[src/verilog/edsq_pkg.sv]
// Constants and types shared by the event drum sequencer
package edsq_pkg;

  // ****************************************
  // Clock and timebase
  // ****************************************
  localparam int CLK_PERIOD_NS = 10;
  localparam int TICK_NS       = 10_000_000; // 0.01 s timebase unit
  localparam int TICK_CYCLES   = TICK_NS / CLK_PERIOD_NS;

  // ****************************************
  // Widths and limits
  // ****************************************
  localparam int STEPS     = 16;
  localparam int OUT_W     = 16;
  localparam int VAL_W     = 14;
  localparam int STEP_W    = 5;
  localparam int CFG_W     = 20;
  localparam logic [VAL_W-1:0]  VAL_MAX   = 14'd9999;
  localparam logic [STEP_W-1:0] STEP_MIN  = 5'd1;
  localparam logic [STEP_W-1:0] STEP_MAX  = 5'd16;

  // ****************************************
  // Register byte offsets
  // ****************************************
  localparam logic [7:0] OFS_CTRL     = 8'h00;
  localparam logic [7:0] OFS_TIMEBASE = 8'h04;
  localparam logic [7:0] OFS_PRESET   = 8'h08;
  localparam logic [7:0] OFS_LAST     = 8'h0c;
  localparam logic [7:0] OFS_OUTMASK  = 8'h10;
  localparam logic [7:0] OFS_SLOT0    = 8'h14;
  localparam logic [7:0] OFS_SLOT1    = 8'h18;
  localparam logic [7:0] OFS_SLOT2    = 8'h1c;
  localparam logic [7:0] OFS_SLOT3    = 8'h20;
  localparam logic [7:0] OFS_SLOTBASE = 8'h24;
  localparam logic [1:0] SEL_PATTERN  = 2'h1; // 0x40 + 4*(step-1)
  localparam logic [1:0] SEL_CONFIG   = 2'h2; // 0x80 + 4*(step-1)

  // ****************************************
  // Field positions
  // ****************************************
  localparam int CTRL_START  = 0;
  localparam int CTRL_RESET  = 1;
  localparam int CTRL_JOG    = 2;
  localparam int CTRL_JUMP   = 3;
  localparam int SLOT0_DONE  = 16;
  localparam int CFG_TIME    = 14;
  localparam int CFG_EVENT   = 15;
  localparam int CFG_SEL_LO  = 16;

  // ****************************************
  // Reset values
  // ****************************************
  localparam logic [VAL_W-1:0]  TIMEBASE_RST = 14'd1;
  localparam logic [STEP_W-1:0] PRESET_RST   = 5'd1;
  localparam logic [STEP_W-1:0] LAST_RST     = 5'd16;
  localparam logic [OUT_W-1:0]  OUTMASK_RST  = 16'hffff;
  localparam logic [5:0]        SLOTBASE_RST = 6'h00;

  // ****************************************
  // Engine states
  // ****************************************
  typedef enum logic [1:0] {
    ST_LOAD  = 2'b00,
    ST_FETCH = 2'b01,
    ST_RUN   = 2'b11,
    ST_DONE  = 2'b10
  } edsq_state_t;

endpackage

[src/verilog/edsq_event_drum_sequencer.sv]
// Event drum sequencer: register port, step engine and timers
// What this block does
// - Sixteen steps, each with sixteen-bit pattern
// - One output assignment shared by all steps
// - Output column n is word bit n
// - Step pattern reaches outputs two cycles after step entry
// - One common timebase, 0.01 s to 99.99 s
// - Dwell equals 0.01 s times timebase times count
// - Timebase and step count accept up to 9999
// - Elapsed count advances to next step
// - Event step waits while its input false
// - Combined step times only while event true
// - Per-step event, time or combined condition
// - Fewer steps and outputs are allowed
// - Four consecutive counter slots at fixed offsets 0x14 to 0x20; slot base is only stored
// - First slot bit: set done, cleared reset
// - Evaluated once per scan only
// - Jump straight to preset step on command
// - Reset overrides start, holds preset step
// - Start off freezes timer, step and outputs
// - Jog rising edge advances one step
// - Complete state holds outputs until reset
`timescale 1ns/100ps
module edsq_event_drum_sequencer #(
  parameter int TICK_CYC = edsq_pkg::TICK_CYCLES
) (
  input  wire logic                        CLK_I,
  input  wire logic                        RSTN_I,
  input  wire logic                        SCAN_I,
  input  wire logic [edsq_pkg::OUT_W-1:0]  EVENT_I,
  input  wire logic [7:0]                  ADDR_I,
  input  wire logic [31:0]                 WDATA_I,
  input  wire logic                        WR_I,
  input  wire logic                        RD_I,
  output logic      [31:0]                 RDATA_O,
  output logic      [edsq_pkg::OUT_W-1:0]  DRUM_OUT_O,
  output logic                             COMPLETE_O
);
  import edsq_pkg::*;

  // ****************************************
  // Reset release
  // ****************************************
  logic rst_meta_ff;
  logic rst_n_ff;

  always_ff @(posedge CLK_I or negedge RSTN_I) begin
    if (!RSTN_I) begin
      rst_meta_ff <= 1'b0;
      rst_n_ff    <= 1'b0;
    end else begin
      rst_meta_ff <= 1'b1;
      rst_n_ff    <= rst_meta_ff;
    end
  end

  // ****************************************
  // Registers
  // ****************************************
  logic              start_ff, hold_ff, jog_ff;
  logic [VAL_W-1:0]  timebase_ff;
  logic [STEP_W-1:0] preset_ff, last_ff;
  logic [OUT_W-1:0]  mask_ff;
  logic [5:0]        slotbase_ff;
  logic              jump_set, jog_set;
  logic              pat_we, cfg_we;
  logic [VAL_W-1:0]  wr_val;
  logic [STEP_W-1:0] wr_step;
  always_comb begin
    wr_val  = (WDATA_I[31:VAL_W] != '0 || WDATA_I[VAL_W-1:0] > VAL_MAX)
              ? VAL_MAX : WDATA_I[VAL_W-1:0];
    wr_step = (WDATA_I[31:STEP_W] != '0 || WDATA_I[STEP_W-1:0] > STEP_MAX)
              ? STEP_MAX : WDATA_I[STEP_W-1:0];
    if (wr_step < STEP_MIN) begin
      wr_step = STEP_MIN;
    end
  end
  assign jump_set = WR_I && ADDR_I == OFS_CTRL && WDATA_I[CTRL_JUMP];
  assign jog_set  = WR_I && ADDR_I == OFS_CTRL && WDATA_I[CTRL_JOG]
                    && !jog_ff && !WDATA_I[CTRL_RESET];
  assign pat_we   = WR_I && ADDR_I[7:6] == SEL_PATTERN && ADDR_I[1:0] == 2'h0;
  assign cfg_we   = WR_I && ADDR_I[7:6] == SEL_CONFIG && ADDR_I[1:0] == 2'h0;
  always_ff @(posedge CLK_I or negedge rst_n_ff) begin
    if (!rst_n_ff) begin
      start_ff    <= 1'b0;
      hold_ff     <= 1'b0;
      jog_ff      <= 1'b0;
      timebase_ff <= TIMEBASE_RST;
      preset_ff   <= PRESET_RST;
      last_ff     <= LAST_RST;
      mask_ff     <= OUTMASK_RST;
      slotbase_ff <= SLOTBASE_RST;
    end else if (WR_I) begin
      case (ADDR_I)
        OFS_CTRL: begin
          start_ff <= WDATA_I[CTRL_START];
          hold_ff  <= WDATA_I[CTRL_RESET];
          jog_ff   <= WDATA_I[CTRL_JOG];
        end
        OFS_TIMEBASE: begin
          timebase_ff <= (wr_val == '0) ? TIMEBASE_RST : wr_val;
        end
        OFS_PRESET:   preset_ff   <= wr_step;
        OFS_SLOT2:    preset_ff   <= wr_step;
        OFS_LAST:     last_ff     <= wr_step;
        OFS_OUTMASK:  mask_ff     <= WDATA_I[OUT_W-1:0];
        OFS_SLOTBASE: slotbase_ff <= WDATA_I[5:0];
        default: begin
        end
      endcase
    end
  end

  // ****************************************
  // Step store
  // ****************************************
  logic [STEP_W-1:0] cur_ff;
  logic [OUT_W-1:0]  pat_q;
  logic [CFG_W-1:0]  cfg_q, cfg_wdata;
  logic [3:0]        rd_idx;
  assign rd_idx    = 4'(cur_ff - STEP_MIN);
  // Flag bits sit above the count, so only the count field is clamped
  assign cfg_wdata = {WDATA_I[19:CFG_TIME], (WDATA_I[VAL_W-1:0] > VAL_MAX)
                      ? VAL_MAX : WDATA_I[VAL_W-1:0]};
  edsq_step_mem #(.W(OUT_W)) u_pattern (
    .clk_i   (CLK_I),
    .rst_n_i (rst_n_ff),
    .we_i    (pat_we),
    .waddr_i (ADDR_I[5:2]),
    .wdata_i (WDATA_I[OUT_W-1:0]),
    .raddr_i (rd_idx),
    .rdata_o (pat_q)
  );
  edsq_step_mem #(.W(CFG_W)) u_config (
    .clk_i   (CLK_I),
    .rst_n_i (rst_n_ff),
    .we_i    (cfg_we),
    .waddr_i (ADDR_I[5:2]),
    .wdata_i (cfg_wdata),
    .raddr_i (rd_idx),
    .rdata_o (cfg_q)
  );

  // ****************************************
  // Scan, tick and command latches
  // ****************************************
  edsq_state_t      state_ff;
  logic             scan_ff, tick_ff, jogp_ff, jump_ff;
  logic [31:0]      pre_ff;
  logic             consume;
  // Sub-scan ticks collapse into one, so timing is scan-limited
  assign consume = scan_ff && (state_ff == ST_RUN || state_ff == ST_DONE);
  always_ff @(posedge CLK_I or negedge rst_n_ff) begin
    if (!rst_n_ff) begin
      pre_ff <= '0;
      tick_ff <= 1'b0;
    end else begin
      pre_ff  <= (pre_ff >= 32'(TICK_CYC - 1)) ? '0 : pre_ff + 32'd1;
      tick_ff <= (pre_ff >= 32'(TICK_CYC - 1)) | (tick_ff & !consume);
    end
  end
  // Set wins over consume on every latch
  always_ff @(posedge CLK_I or negedge rst_n_ff) begin
    if (!rst_n_ff) begin
      scan_ff <= 1'b0;
      jogp_ff <= 1'b0;
      jump_ff <= 1'b0;
    end else begin
      scan_ff <= SCAN_I | (scan_ff & !consume);
      jogp_ff <= jog_set | (jogp_ff & !consume & !hold_ff);
      jump_ff <= jump_set | (jump_ff & !consume);
    end
  end

  // ****************************************
  // Step engine
  // ****************************************
  logic [VAL_W-1:0] count_ff, timer_ff;
  logic             done_ff;
  logic             use_t, use_e, ev, go_pre, adv, tstep;
  assign use_t = cfg_q[CFG_TIME];
  assign use_e = cfg_q[CFG_EVENT];
  assign ev    = EVENT_I[cfg_q[CFG_W-1:CFG_SEL_LO]];
  always_comb begin
    go_pre = 1'b0;
    adv    = 1'b0;
    tstep  = 1'b0;
    if (consume) begin
      if (hold_ff) begin
        go_pre = 1'b1;
      end else if (state_ff == ST_RUN) begin
        if (jogp_ff) begin
          adv = 1'b1;
        end else if (jump_ff) begin
          go_pre = 1'b1;
        end else if (start_ff) begin
          if (!use_t) begin
            adv = !use_e || ev;
          end else if (count_ff >= cfg_q[VAL_W-1:0]) begin
            adv = 1'b1;
          end else begin
            tstep = tick_ff && (!use_e || ev);
          end
        end
      end
    end
  end
  always_ff @(posedge CLK_I or negedge rst_n_ff) begin
    if (!rst_n_ff) begin
      state_ff   <= ST_LOAD;
      cur_ff     <= PRESET_RST;
      count_ff   <= '0;
      timer_ff   <= '0;
      done_ff    <= 1'b0;
      DRUM_OUT_O <= '0;
    end else begin
      case (state_ff)
        ST_LOAD: state_ff <= ST_FETCH;
        ST_FETCH: begin
          DRUM_OUT_O <= pat_q & mask_ff;
          state_ff   <= ST_RUN;
        end
        ST_RUN, ST_DONE: begin
          if (go_pre) begin
            cur_ff   <= preset_ff;
            count_ff <= '0;
            timer_ff <= '0;
            done_ff  <= 1'b0;
            state_ff <= ST_LOAD;
          end else if (adv && cur_ff >= last_ff) begin
            done_ff  <= 1'b1;
            state_ff <= ST_DONE;
          end else if (adv) begin
            cur_ff   <= STEP_W'(cur_ff + 5'd1);
            count_ff <= '0;
            timer_ff <= '0;
            state_ff <= ST_LOAD;
          end else if (tstep) begin
            if (timer_ff + 14'd1 >= timebase_ff) begin
              timer_ff <= '0;
              count_ff <= VAL_W'(count_ff + 14'd1);
            end else begin
              timer_ff <= VAL_W'(timer_ff + 14'd1);
            end
          end
        end
        default: state_ff <= ST_LOAD;
      endcase
    end
  end
  always_ff @(posedge CLK_I or negedge rst_n_ff) begin
    if (!rst_n_ff) begin
      COMPLETE_O <= 1'b0;
    end else begin
      COMPLETE_O <= done_ff;
    end
  end

  // ****************************************
  // Read port
  // ****************************************
  always_ff @(posedge CLK_I or negedge rst_n_ff) begin
    if (!rst_n_ff) begin
      RDATA_O <= '0;
    end else if (RD_I) begin
      case (ADDR_I)
        OFS_CTRL:     RDATA_O <= {29'h0, jog_ff, hold_ff, start_ff};
        OFS_TIMEBASE: RDATA_O <= 32'(timebase_ff);
        OFS_PRESET:   RDATA_O <= 32'(preset_ff);
        OFS_LAST:     RDATA_O <= 32'(last_ff);
        OFS_OUTMASK:  RDATA_O <= 32'(mask_ff);
        OFS_SLOT0:    RDATA_O <= {15'h0, done_ff, 2'h0, count_ff};
        OFS_SLOT1:    RDATA_O <= 32'(timer_ff);
        OFS_SLOT2:    RDATA_O <= 32'(preset_ff);
        OFS_SLOT3:    RDATA_O <= 32'(cur_ff);
        OFS_SLOTBASE: RDATA_O <= 32'(slotbase_ff);
        default:      RDATA_O <= 32'h0;
      endcase
    end else begin
      RDATA_O <= 32'h0;
    end
  end

  // ****************************************
  // Checks
  // ****************************************
  a_fetch_pattern:
    assert property (@(posedge CLK_I) disable iff (!rst_n_ff)
      state_ff == ST_FETCH |=> DRUM_OUT_O == $past(pat_q & mask_ff))
    else $error("outputs did not take step pattern");
  a_reset_hold:
    assert property (@(posedge CLK_I) disable iff (!rst_n_ff)
      consume && hold_ff |=> cur_ff == $past(preset_ff) && count_ff == '0
        ##1 state_ff == ST_FETCH ##1 state_ff == ST_RUN)
    else $error("reset did not hold preset step");
  a_freeze_stop:
    assert property (@(posedge CLK_I) disable iff (!rst_n_ff)
      consume && state_ff == ST_RUN && !start_ff && !hold_ff
        && !jogp_ff && !jump_ff
      |=> $stable(cur_ff) && $stable(count_ff) && $stable(timer_ff)
        && $stable(DRUM_OUT_O))
    else $error("stopped drum moved");
  a_done_sticky:
    assert property (@(posedge CLK_I) disable iff (!rst_n_ff)
      state_ff == ST_DONE && !(consume && hold_ff)
      |=> state_ff == ST_DONE && $stable(DRUM_OUT_O) && $stable(cur_ff))
    else $error("complete state left without reset");
  a_done_bit:
    assert property (@(posedge CLK_I) disable iff (!rst_n_ff)
      done_ff == (state_ff == ST_DONE) ##1 COMPLETE_O == $past(done_ff))
    else $error("complete bit mismatch");
  a_entry_clear:
    assert property (@(posedge CLK_I) disable iff (!rst_n_ff)
      state_ff == ST_LOAD |-> count_ff == '0 && timer_ff == '0)
    else $error("step entered with nonzero timer");
  a_event_gate:
    assert property (@(posedge CLK_I) disable iff (!rst_n_ff)
      consume && state_ff == ST_RUN && start_ff && !hold_ff && !jogp_ff
        && !jump_ff && use_t && use_e && !ev && count_ff < cfg_q[VAL_W-1:0]
      |=> $stable(count_ff) && $stable(timer_ff) && $stable(cur_ff))
    else $error("timer ran without event");
  a_jog_advance:
    assert property (@(posedge CLK_I) disable iff (!rst_n_ff)
      consume && state_ff == ST_RUN && !hold_ff && jogp_ff
        && cur_ff < last_ff
      |=> cur_ff == $past(cur_ff) + 5'd1 && state_ff == ST_LOAD)
    else $error("jog did not advance one step");
  a_jump_preset:
    assert property (@(posedge CLK_I) disable iff (!rst_n_ff)
      go_pre |=> cur_ff == $past(preset_ff) && !done_ff)
    else $error("jump missed preset step");
  a_value_range:
    assert property (@(posedge CLK_I) disable iff (!rst_n_ff)
      timebase_ff <= VAL_MAX && timebase_ff != '0
        && cur_ff >= STEP_MIN && cur_ff <= STEP_MAX)
    else $error("setting out of range");

endmodule // edsq_event_drum_sequencer

[src/verilog/edsq_step_mem.sv]
// Sixteen-word step store with registered read data
`timescale 1ns/100ps
module edsq_step_mem #(
  parameter int W = 16
) (
  input  wire logic         clk_i,
  input  wire logic         rst_n_i,
  input  wire logic         we_i,
  input  wire logic [3:0]   waddr_i,
  input  wire logic [W-1:0] wdata_i,
  input  wire logic [3:0]   raddr_i,
  output logic      [W-1:0] rdata_o
);
  import edsq_pkg::*;

  logic [W-1:0] mem_ff [STEPS];

  // Cleared at reset so a fresh drum drives all outputs off
  always_ff @(posedge clk_i or negedge rst_n_i) begin
    if (!rst_n_i) begin
      for (int i = 0; i < STEPS; i++) begin
        mem_ff[i] <= '0;
      end
    end else if (we_i) begin
      mem_ff[waddr_i] <= wdata_i;
    end
  end

  always_ff @(posedge clk_i or negedge rst_n_i) begin
    if (!rst_n_i) begin
      rdata_o <= '0;
    end else begin
      rdata_o <= mem_ff[raddr_i];
    end
  end

endmodule // edsq_step_mem
[config.mk]
export PLATFORM = sky130hd
export DESIGN_NAME = edsq_event_drum_sequencer
export DESIGN_NICKNAME = d
export VERILOG_FILES = /design/src/verilog/edsq_pkg.sv /design/src/verilog/edsq_event_drum_sequencer.sv /design/src/verilog/edsq_step_mem.sv
export SDC_FILE = /design/constraint.sdc
export NUM_CORES = 1
export LEC_CHECK = 0
export BUFFER_PORTS_ARGS = -buffer_cell sky130_fd_sc_hd__buf_4
export CAP_MARGIN = 5
export CORE_MARGIN = 2
export CORE_UTILIZATION = 45
export CTS_CLUSTER_DIAMETER = 150
export DETAILED_ROUTE_END_ITERATION = 8
export PLACE_DENSITY = 0.64
export SLEW_MARGIN = 10
export SYNTH_ARGS = -nofsm -noshare
export SYNTH_HDL_FRONTEND = slang
export SYNTH_SLANG_ARGS = --single-unit
[constraint.sdc]
create_clock -name CLK_I -period 64.1 [get_ports CLK_I]
set_input_delay 12.82 -clock CLK_I [delete_from_list [all_inputs] [get_ports CLK_I]]
set_output_delay 12.82 -clock CLK_I [all_outputs]
set_load 0.05 [all_outputs]
==> impl_metrics.yaml, run 1 <==
outcome:
  status: "complete, no violations"
clock_network:
  cts_inserted_buffers: 83
  ctsHoldBuffers: 0
  h-tree-depth: 3
  cts_max_path_buffers: 3
  post_cts_buffers: 0
  ctsRootBufferMaster: "clkbuf_16"
  insertion_delay_ps: 640
  clkTransAtPathRegs_ps: 60
  post_cts_resized: 0
  cts_tree: "done"
  clock_sinks: 769
final_layout:
  area_delta_synth_final_pct: 12.7
  drive_gt1_frac: 0.308
  design_area_um2: 39000
  postLayoutCoreUtil: 0.513
  finalNetCount: 2854
  layout_common_cells: "748 x dfrtp_1, 444 x nand2_1, 366 x mux2_2"
  mostFrequentLayoutCell: "dfrtp_1"
pwr:
  p_int_uw: 910
  p_sw_frac: 0.290
  p_leak_uw: 0.0181
  p_sw_uw: 372
  ir_worst_vdd_mv: 0.0432
  p_total_uw: 1280
  seqPwrFrac: 0.421
  comb_power_share: 0.209
  clockPowerShare: 0.370
  power_per_cell_area_nw_per_um2: 32.9
worst_setup_path:
  r2r_start: "timer_ff[2]$_DFFE_PN0P_"
  cp-start-kind: "input pin"
  worstSetupEndpointType: "register"
  crit_arrival_ps: 16050
  crit_type: "in -> reg"
  crit_path_max_fanout: 16
  startpoint: "EVENT_I[9]"
  critPathRequiredTime_ps: 64650
global_route:
  grt_pass1_vias: 23328
  track_usage: 0.234
  grt_max_degree: 196
  antenna_found_initial: 2
  gr-total-overflow: 0
  grt_first_pass_wirelength_um: 140000
timing:
  drv_slew: 0
  max_freq_ghz: 0.0645
  fin_crit_ps: 15500
  finalHoldViolCount: 0
  setup_viol: 0
  relSlewSlack: 0.254
  whs_ps: 347
  finClkSkew_ps: 16.3
  period_share: 0.242
  rsz0062_at_grt: "no"
  tns_ps: 0
  worst_slew_pin_slew_ps: 1110
synth:
  yosysWarnings: 0
  synth_cells: 2709
  ys.flop_type: "dfrtp_1"
  ys_seq_area_frac: 0.557
  synth.distinct_cells: 67
  synth-seq-cells: 769
  synth_async_sr_flop_share: 1.00
  synth_edf_count: 0
  syn_area_um2: 34600
  syn_avg_cell_area_um2: 12.8
detailed_routing:
  vias: 22324
  totalWireLength_um: 90600
  viasPerCell: 5.80
  post-route-drc-count: 0
  drtIter0Drc: 2070
  ant_nets: 0
  wl_per_cell_um: 23.5
  dr.pass1.iters: 5
job:
  maxCapViolCount: 0
floorplan:
  core.rowCount: 101
  start_util: 0.455
  dieHeight_um: 281
  die_w_um: 281
  fp.coreArea_um2: 76100
  die-area_um2: 79200
  io_pins: 110
worst_hold_path:
  hold_path.startpoint: "rst_meta_ff$_DFF_PN0_"
  hp-class: "reg -> reg"
place:
  port_buffers: 94
  hpwl_um: 56200
  place.gp.congestion: 0.925
  placed_cell_area_um2: 36300
-- power by group through the flow --
stage          clock, uW  sequential, uW  combinational (uW)
4_1_cts              482             539                 272
3_5_place_dp           0             548                 272
6_report             474             539                 268
2_1_floorplan          0             543                 195
3_3_place_gp           0             546                 268
5_1_grt              503             543                 288
-- path summary, 6_finish.rpt --
check | to | slack, ps | cells after the start
min reg2reg | rst_n_ff$_DFF_PN0_ | 350 | 0
max in group asynchronous | rst_n_ff$_DFF_PN0_ | 52040 | 1
min | rst_n_ff$_DFF_PN0_ | 350 | 0
min in group asynchronous | u_pattern.mem_ff[124]$_DFFE_PN0P_ | 410 | 0
max | timer_ff[3]$_DFFE_PN0P_ | 48600 | 9
max reg2reg | count_ff[8]$_DFFE_PN0P_ | 59820 | 16
-- sequential cells by signal, indices dropped and copies added, names as in the netlist, 16 cells and up --
name,cells
DRUM_OUT_O,16
RDATA_O,17
mask_ff,16
pre_ff,32
u_config.mem_ff,320
u_config.rdata_o,20
u_pattern.mem_ff,256
u_pattern.rdata_o,16
-- cell type report --
type	count	area, um2
Antenna cell	2	5.00
Clock buffer	117	2390
Clock inverter	27	300
Fill cell	6455	37100
Inverter	42	158
Multi-Input combinational cell	1715	14500
Sequential cell	769	19300
Tap cell	1030	1290
Timing Repair Buffer	144	1090
-- layer usage --
layer	global-route usage	vias up	share of wire
met1	0.315	11639	0.42
met5	0	-	0
met3	0.0402	174	0.062
li1	-	9767	-
met2	0.379	744	0.48
met4	0.0971	0	0.038
-- cells in the mapped netlist, types with 17 or more instances --
library cell / instances / area, um2
ha_1: 38 / 475
nand3_1: 22 / 110
mux2_2: 366 / 4120
clkbuf_1: 175 / 657
a21oi_1: 43 / 215
inv_1: 42 / 158
dfstp_2: 20 / 526
nor2_1: 65 / 244
a22oi_1: 17 / 128
xor2_1: 17 / 149
dfrtp_1: 749 / 18700
nor3_1: 19 / 95.1
mux4_2: 181 / 4080
nand2_1: 444 / 1670
o21ai_0: 256 / 1280
-- critical path, cell delays in order --
cell      delay, ps
buf_4           120
mux4_1          490
a22o_1          250
a311oi_4        590
nand2b_2        180
a311oi_4        830
o21ai_2         370
nand2b_1        260
o21ai_1         130
-- through the flow --
step,setup WS (ps),instances
finish,48600,3846
floorplan,41110,2735
detailed placement,47920,3700
CTS,48580,3844
global placement,47980,3700
global route,48350,3845
-- kinds of logic (layout without fill, tap and decap cells) --
kind of cell,Yosys count,in the layout,synth area share
AND/OR/NAND/NOR,654,654,0.0820
XOR/XNOR,32,32,0.00810
multiplexers,557,557,0.241
flip-flops,769,769,0.557
AO/OA/AOI/OAI,406,406,0.0693
adder cells (fa/ha/maj),38,38,0.0137
other,2,30,0.000217
buffers and inverters,251,330,0.0294
No activity file was read; power rests on OpenSTA's default activity.
==> inputs of run 2 (changes only) <==
- clock period: 64.1 -> 16.06 ns (I/O delays scaled with it)
==> run 2 against run 1 <==
  * Largest cell class unchanged
  * Sequential cell count unchanged
  * First-iteration DRC count fell by 14%
  * Via count increased by 0.43%
  * Power rose to 4.0 times the previous value
  * Final area fell by 0.13%
  * Sequential power grew to 4.0 times the previous value
  * Global-route usage is 0.56 points higher
  * Largest power group unchanged
  * Non-clock buffer count did not move
  * Critical path depth unchanged
  * Count of clock-buffer cells in the layout is 5 higher
  * Highest routed layer unchanged
  * Utilization fell by 0.069 points
  * Clock skew up 4.0 ps
==> impl_metrics.yaml, run 2 (same netlist as run 1, synthesis figures left out) <==
outcome:
  status: "complete, no violations"
clock_network:
  post_cts_buffers: 0
  insertion_delay_ps: 630
  clkTransAtPathRegs_ps: 60
  clock_sinks: 769
  cts_tree: "done"
  ctsRootBufferMaster: "clkbuf_16"
  cts_max_path_buffers: 3
  h-tree-depth: 3
  ctsHoldBuffers: 0
  cts_inserted_buffers: 82
  post_cts_resized: 0
job:
  maxCapViolCount: 0
detailed_routing:
  wl_met2_um: 44500
  top_layer: "met4"
  totalWireLength_um: 92500
  drtIter0Drc: 1773
  ant_nets: 0
  viasPerCell: 5.83
  wl_per_cell_um: 24.1
  wl_met1_um: 38600
  dr.pass1.iters: 6
  post-route-drc-count: 0
  vias: 22421
  dr_wl_met3_um: 5890
timing:
  worst_slew_pin_slew_ps: 1210
  max_freq_ghz: 0.170
  period_share: 0.366
  tns_ps: 0
  drv_slew: 0
  fin_crit_ps: 5870
  finalHoldViolCount: 0
  rsz0062_at_grt: "no"
  finClkSkew_ps: 20.2
  relSlewSlack: 0.188
  setup_viol: 0
worst_hold_path:
  hp-class: "reg -> reg"
final_layout:
  top_register: "u_config.mem_ff"
  layout_common_cells: "748 x dfrtp_1, 443 x nand2_1, 366 x mux2_2"
  largest_reg_flops: 320
  design_area_um2: 39000
  fillers: 6416
  finalNetCount: 2853
  top_regs: "u_config.mem_ff (320), u_pattern.mem_ff (256), pre_ff (32)"
  drive_gt1_frac: 0.308
  mostFrequentLayoutCell: "dfrtp_1"
  area_delta_synth_final_pct: 12.5
global_route:
  grt_max_degree: 172
  grt_first_pass_wirelength_um: 143000
  grt_pass1_vias: 23530
  track_usage: 0.240
  antenna_found_initial: 2
  gr-total-overflow: 0
worst_setup_path:
  crit_path_max_fanout: 16
  worstSetupEndpointType: "register"
  crit_chain: "buf_4 -> mux4_1 -> a22o_1 -> a311oi_4 -> nand2b_2 -> a311oi_4 -> o21ai_2 -> a2bb2oi_1 -> o31ai_1"
  critPathBufInv: 1
  crit_slowest_cell: "a311oi_4"
  cp_common_cell: "a311oi_4"
  cp-start-kind: "input pin"
  crit_family: "compound AO/OA/AOI/OAI gates"
  crit_type: "in -> reg"
  crit_arrival_ps: 6390
  critPathRequiredTime_ps: 16580
  max_stage_delay_ps: 790
floorplan:
  fp.coreArea_um2: 76100
  dieHeight_um: 281
  die-area_um2: 79200
  start_util: 0.455
  die_w_um: 281
  io_pins: 110
  core.rowCount: 101
pwr:
  ir_worst_vdd_mv: 0.168
  power_per_cell_area_nw_per_um2: 131
  p_leak_uw: 0.0181
place:
  place.gp.congestion: 0.930
  port_buffers: 94
  hpwl_um: 57300
  placed_cell_area_um2: 36300
run 2: layout make-up:
type                    instances  area, um2  area share
repair buffers                144       1090      0.0281
diodes                          1       2.50   0.0000642
inverters                      42        158     0.00405
clock inverters                24        268     0.00687
clock buffers                 122       2380      0.0612
well taps                    1030       1290      0.0331
flip-flops and latches        769      19300       0.495
multi-input cells            1715      14500       0.372
run 2: layer usage:
| metal | track usage | up-vias |
|---|---|---|
| li1 | - | 9768 |
| met1 | 0.318 | 11741 |
| met2 | 0.392 | 717 |
| met3 | 0.0478 | 195 |
| met4 | 0.0900 | 0 |
| met5 | 0 | - |
run 2: worst reg2reg max path: stages (launching register included):
cell and delay, ps:
dfrtp_4 910, buf_4 790, buf_4 790, buf_4 970, buf_4 970
run 2: final timing paths:
path,startpoint,to,slack (ps),cells past startpoint
worst max-delay path,EVENT_I[8],timer_ff[12]$_DFFE_PN0P_,10190,9
worst min-delay path,rst_meta_ff$_DFF_PN0_,rst_n_ff$_DFF_PN0_,350,0
worst max register to register,rst_n_ff$_DFF_PN0_,pre_ff[8]$_DFF_PN0_,11590,4
worst min register to register,rst_meta_ff$_DFF_PN0_,rst_n_ff$_DFF_PN0_,350,0
max in group asynchronous,rst_n_ff$_DFF_PN0_,pre_ff[8]$_DFF_PN0_,11590,4
min in group asynchronous,rst_n_ff$_DFF_PN0_,u_pattern.mem_ff[236]$_DFFE_PN0P_,400,0
run 2: power breakdown:
group / switching (uW) / leakage (uW) / internal [uW]
Combinational: 607 / 0.00630 / 458
Clock: 769 / 0.00131 / 1090
Sequential: 104 / 0.0105 / 2060
Total: 1480 / 0.0181 / 3610
run 2: stage by stage:
stage / setup WS, ps / hold WS [ps] / cells / power, uW / utilization
after floorplan: 3590 / 331 / 2735 / 2940 / -
after detailed placement: 9520 / 337 / 3700 / 3270 / 0.477
final: 10190 / 349 / 3847 / 5090 / 0.512
after global routing: 10000 / 366 / 3847 / 5290 / 0.512
after CTS: 10170 / 350 / 3846 / 5130 / 0.512
after global placement: 9620 / 334 / 3700 / 3240 / 0.477
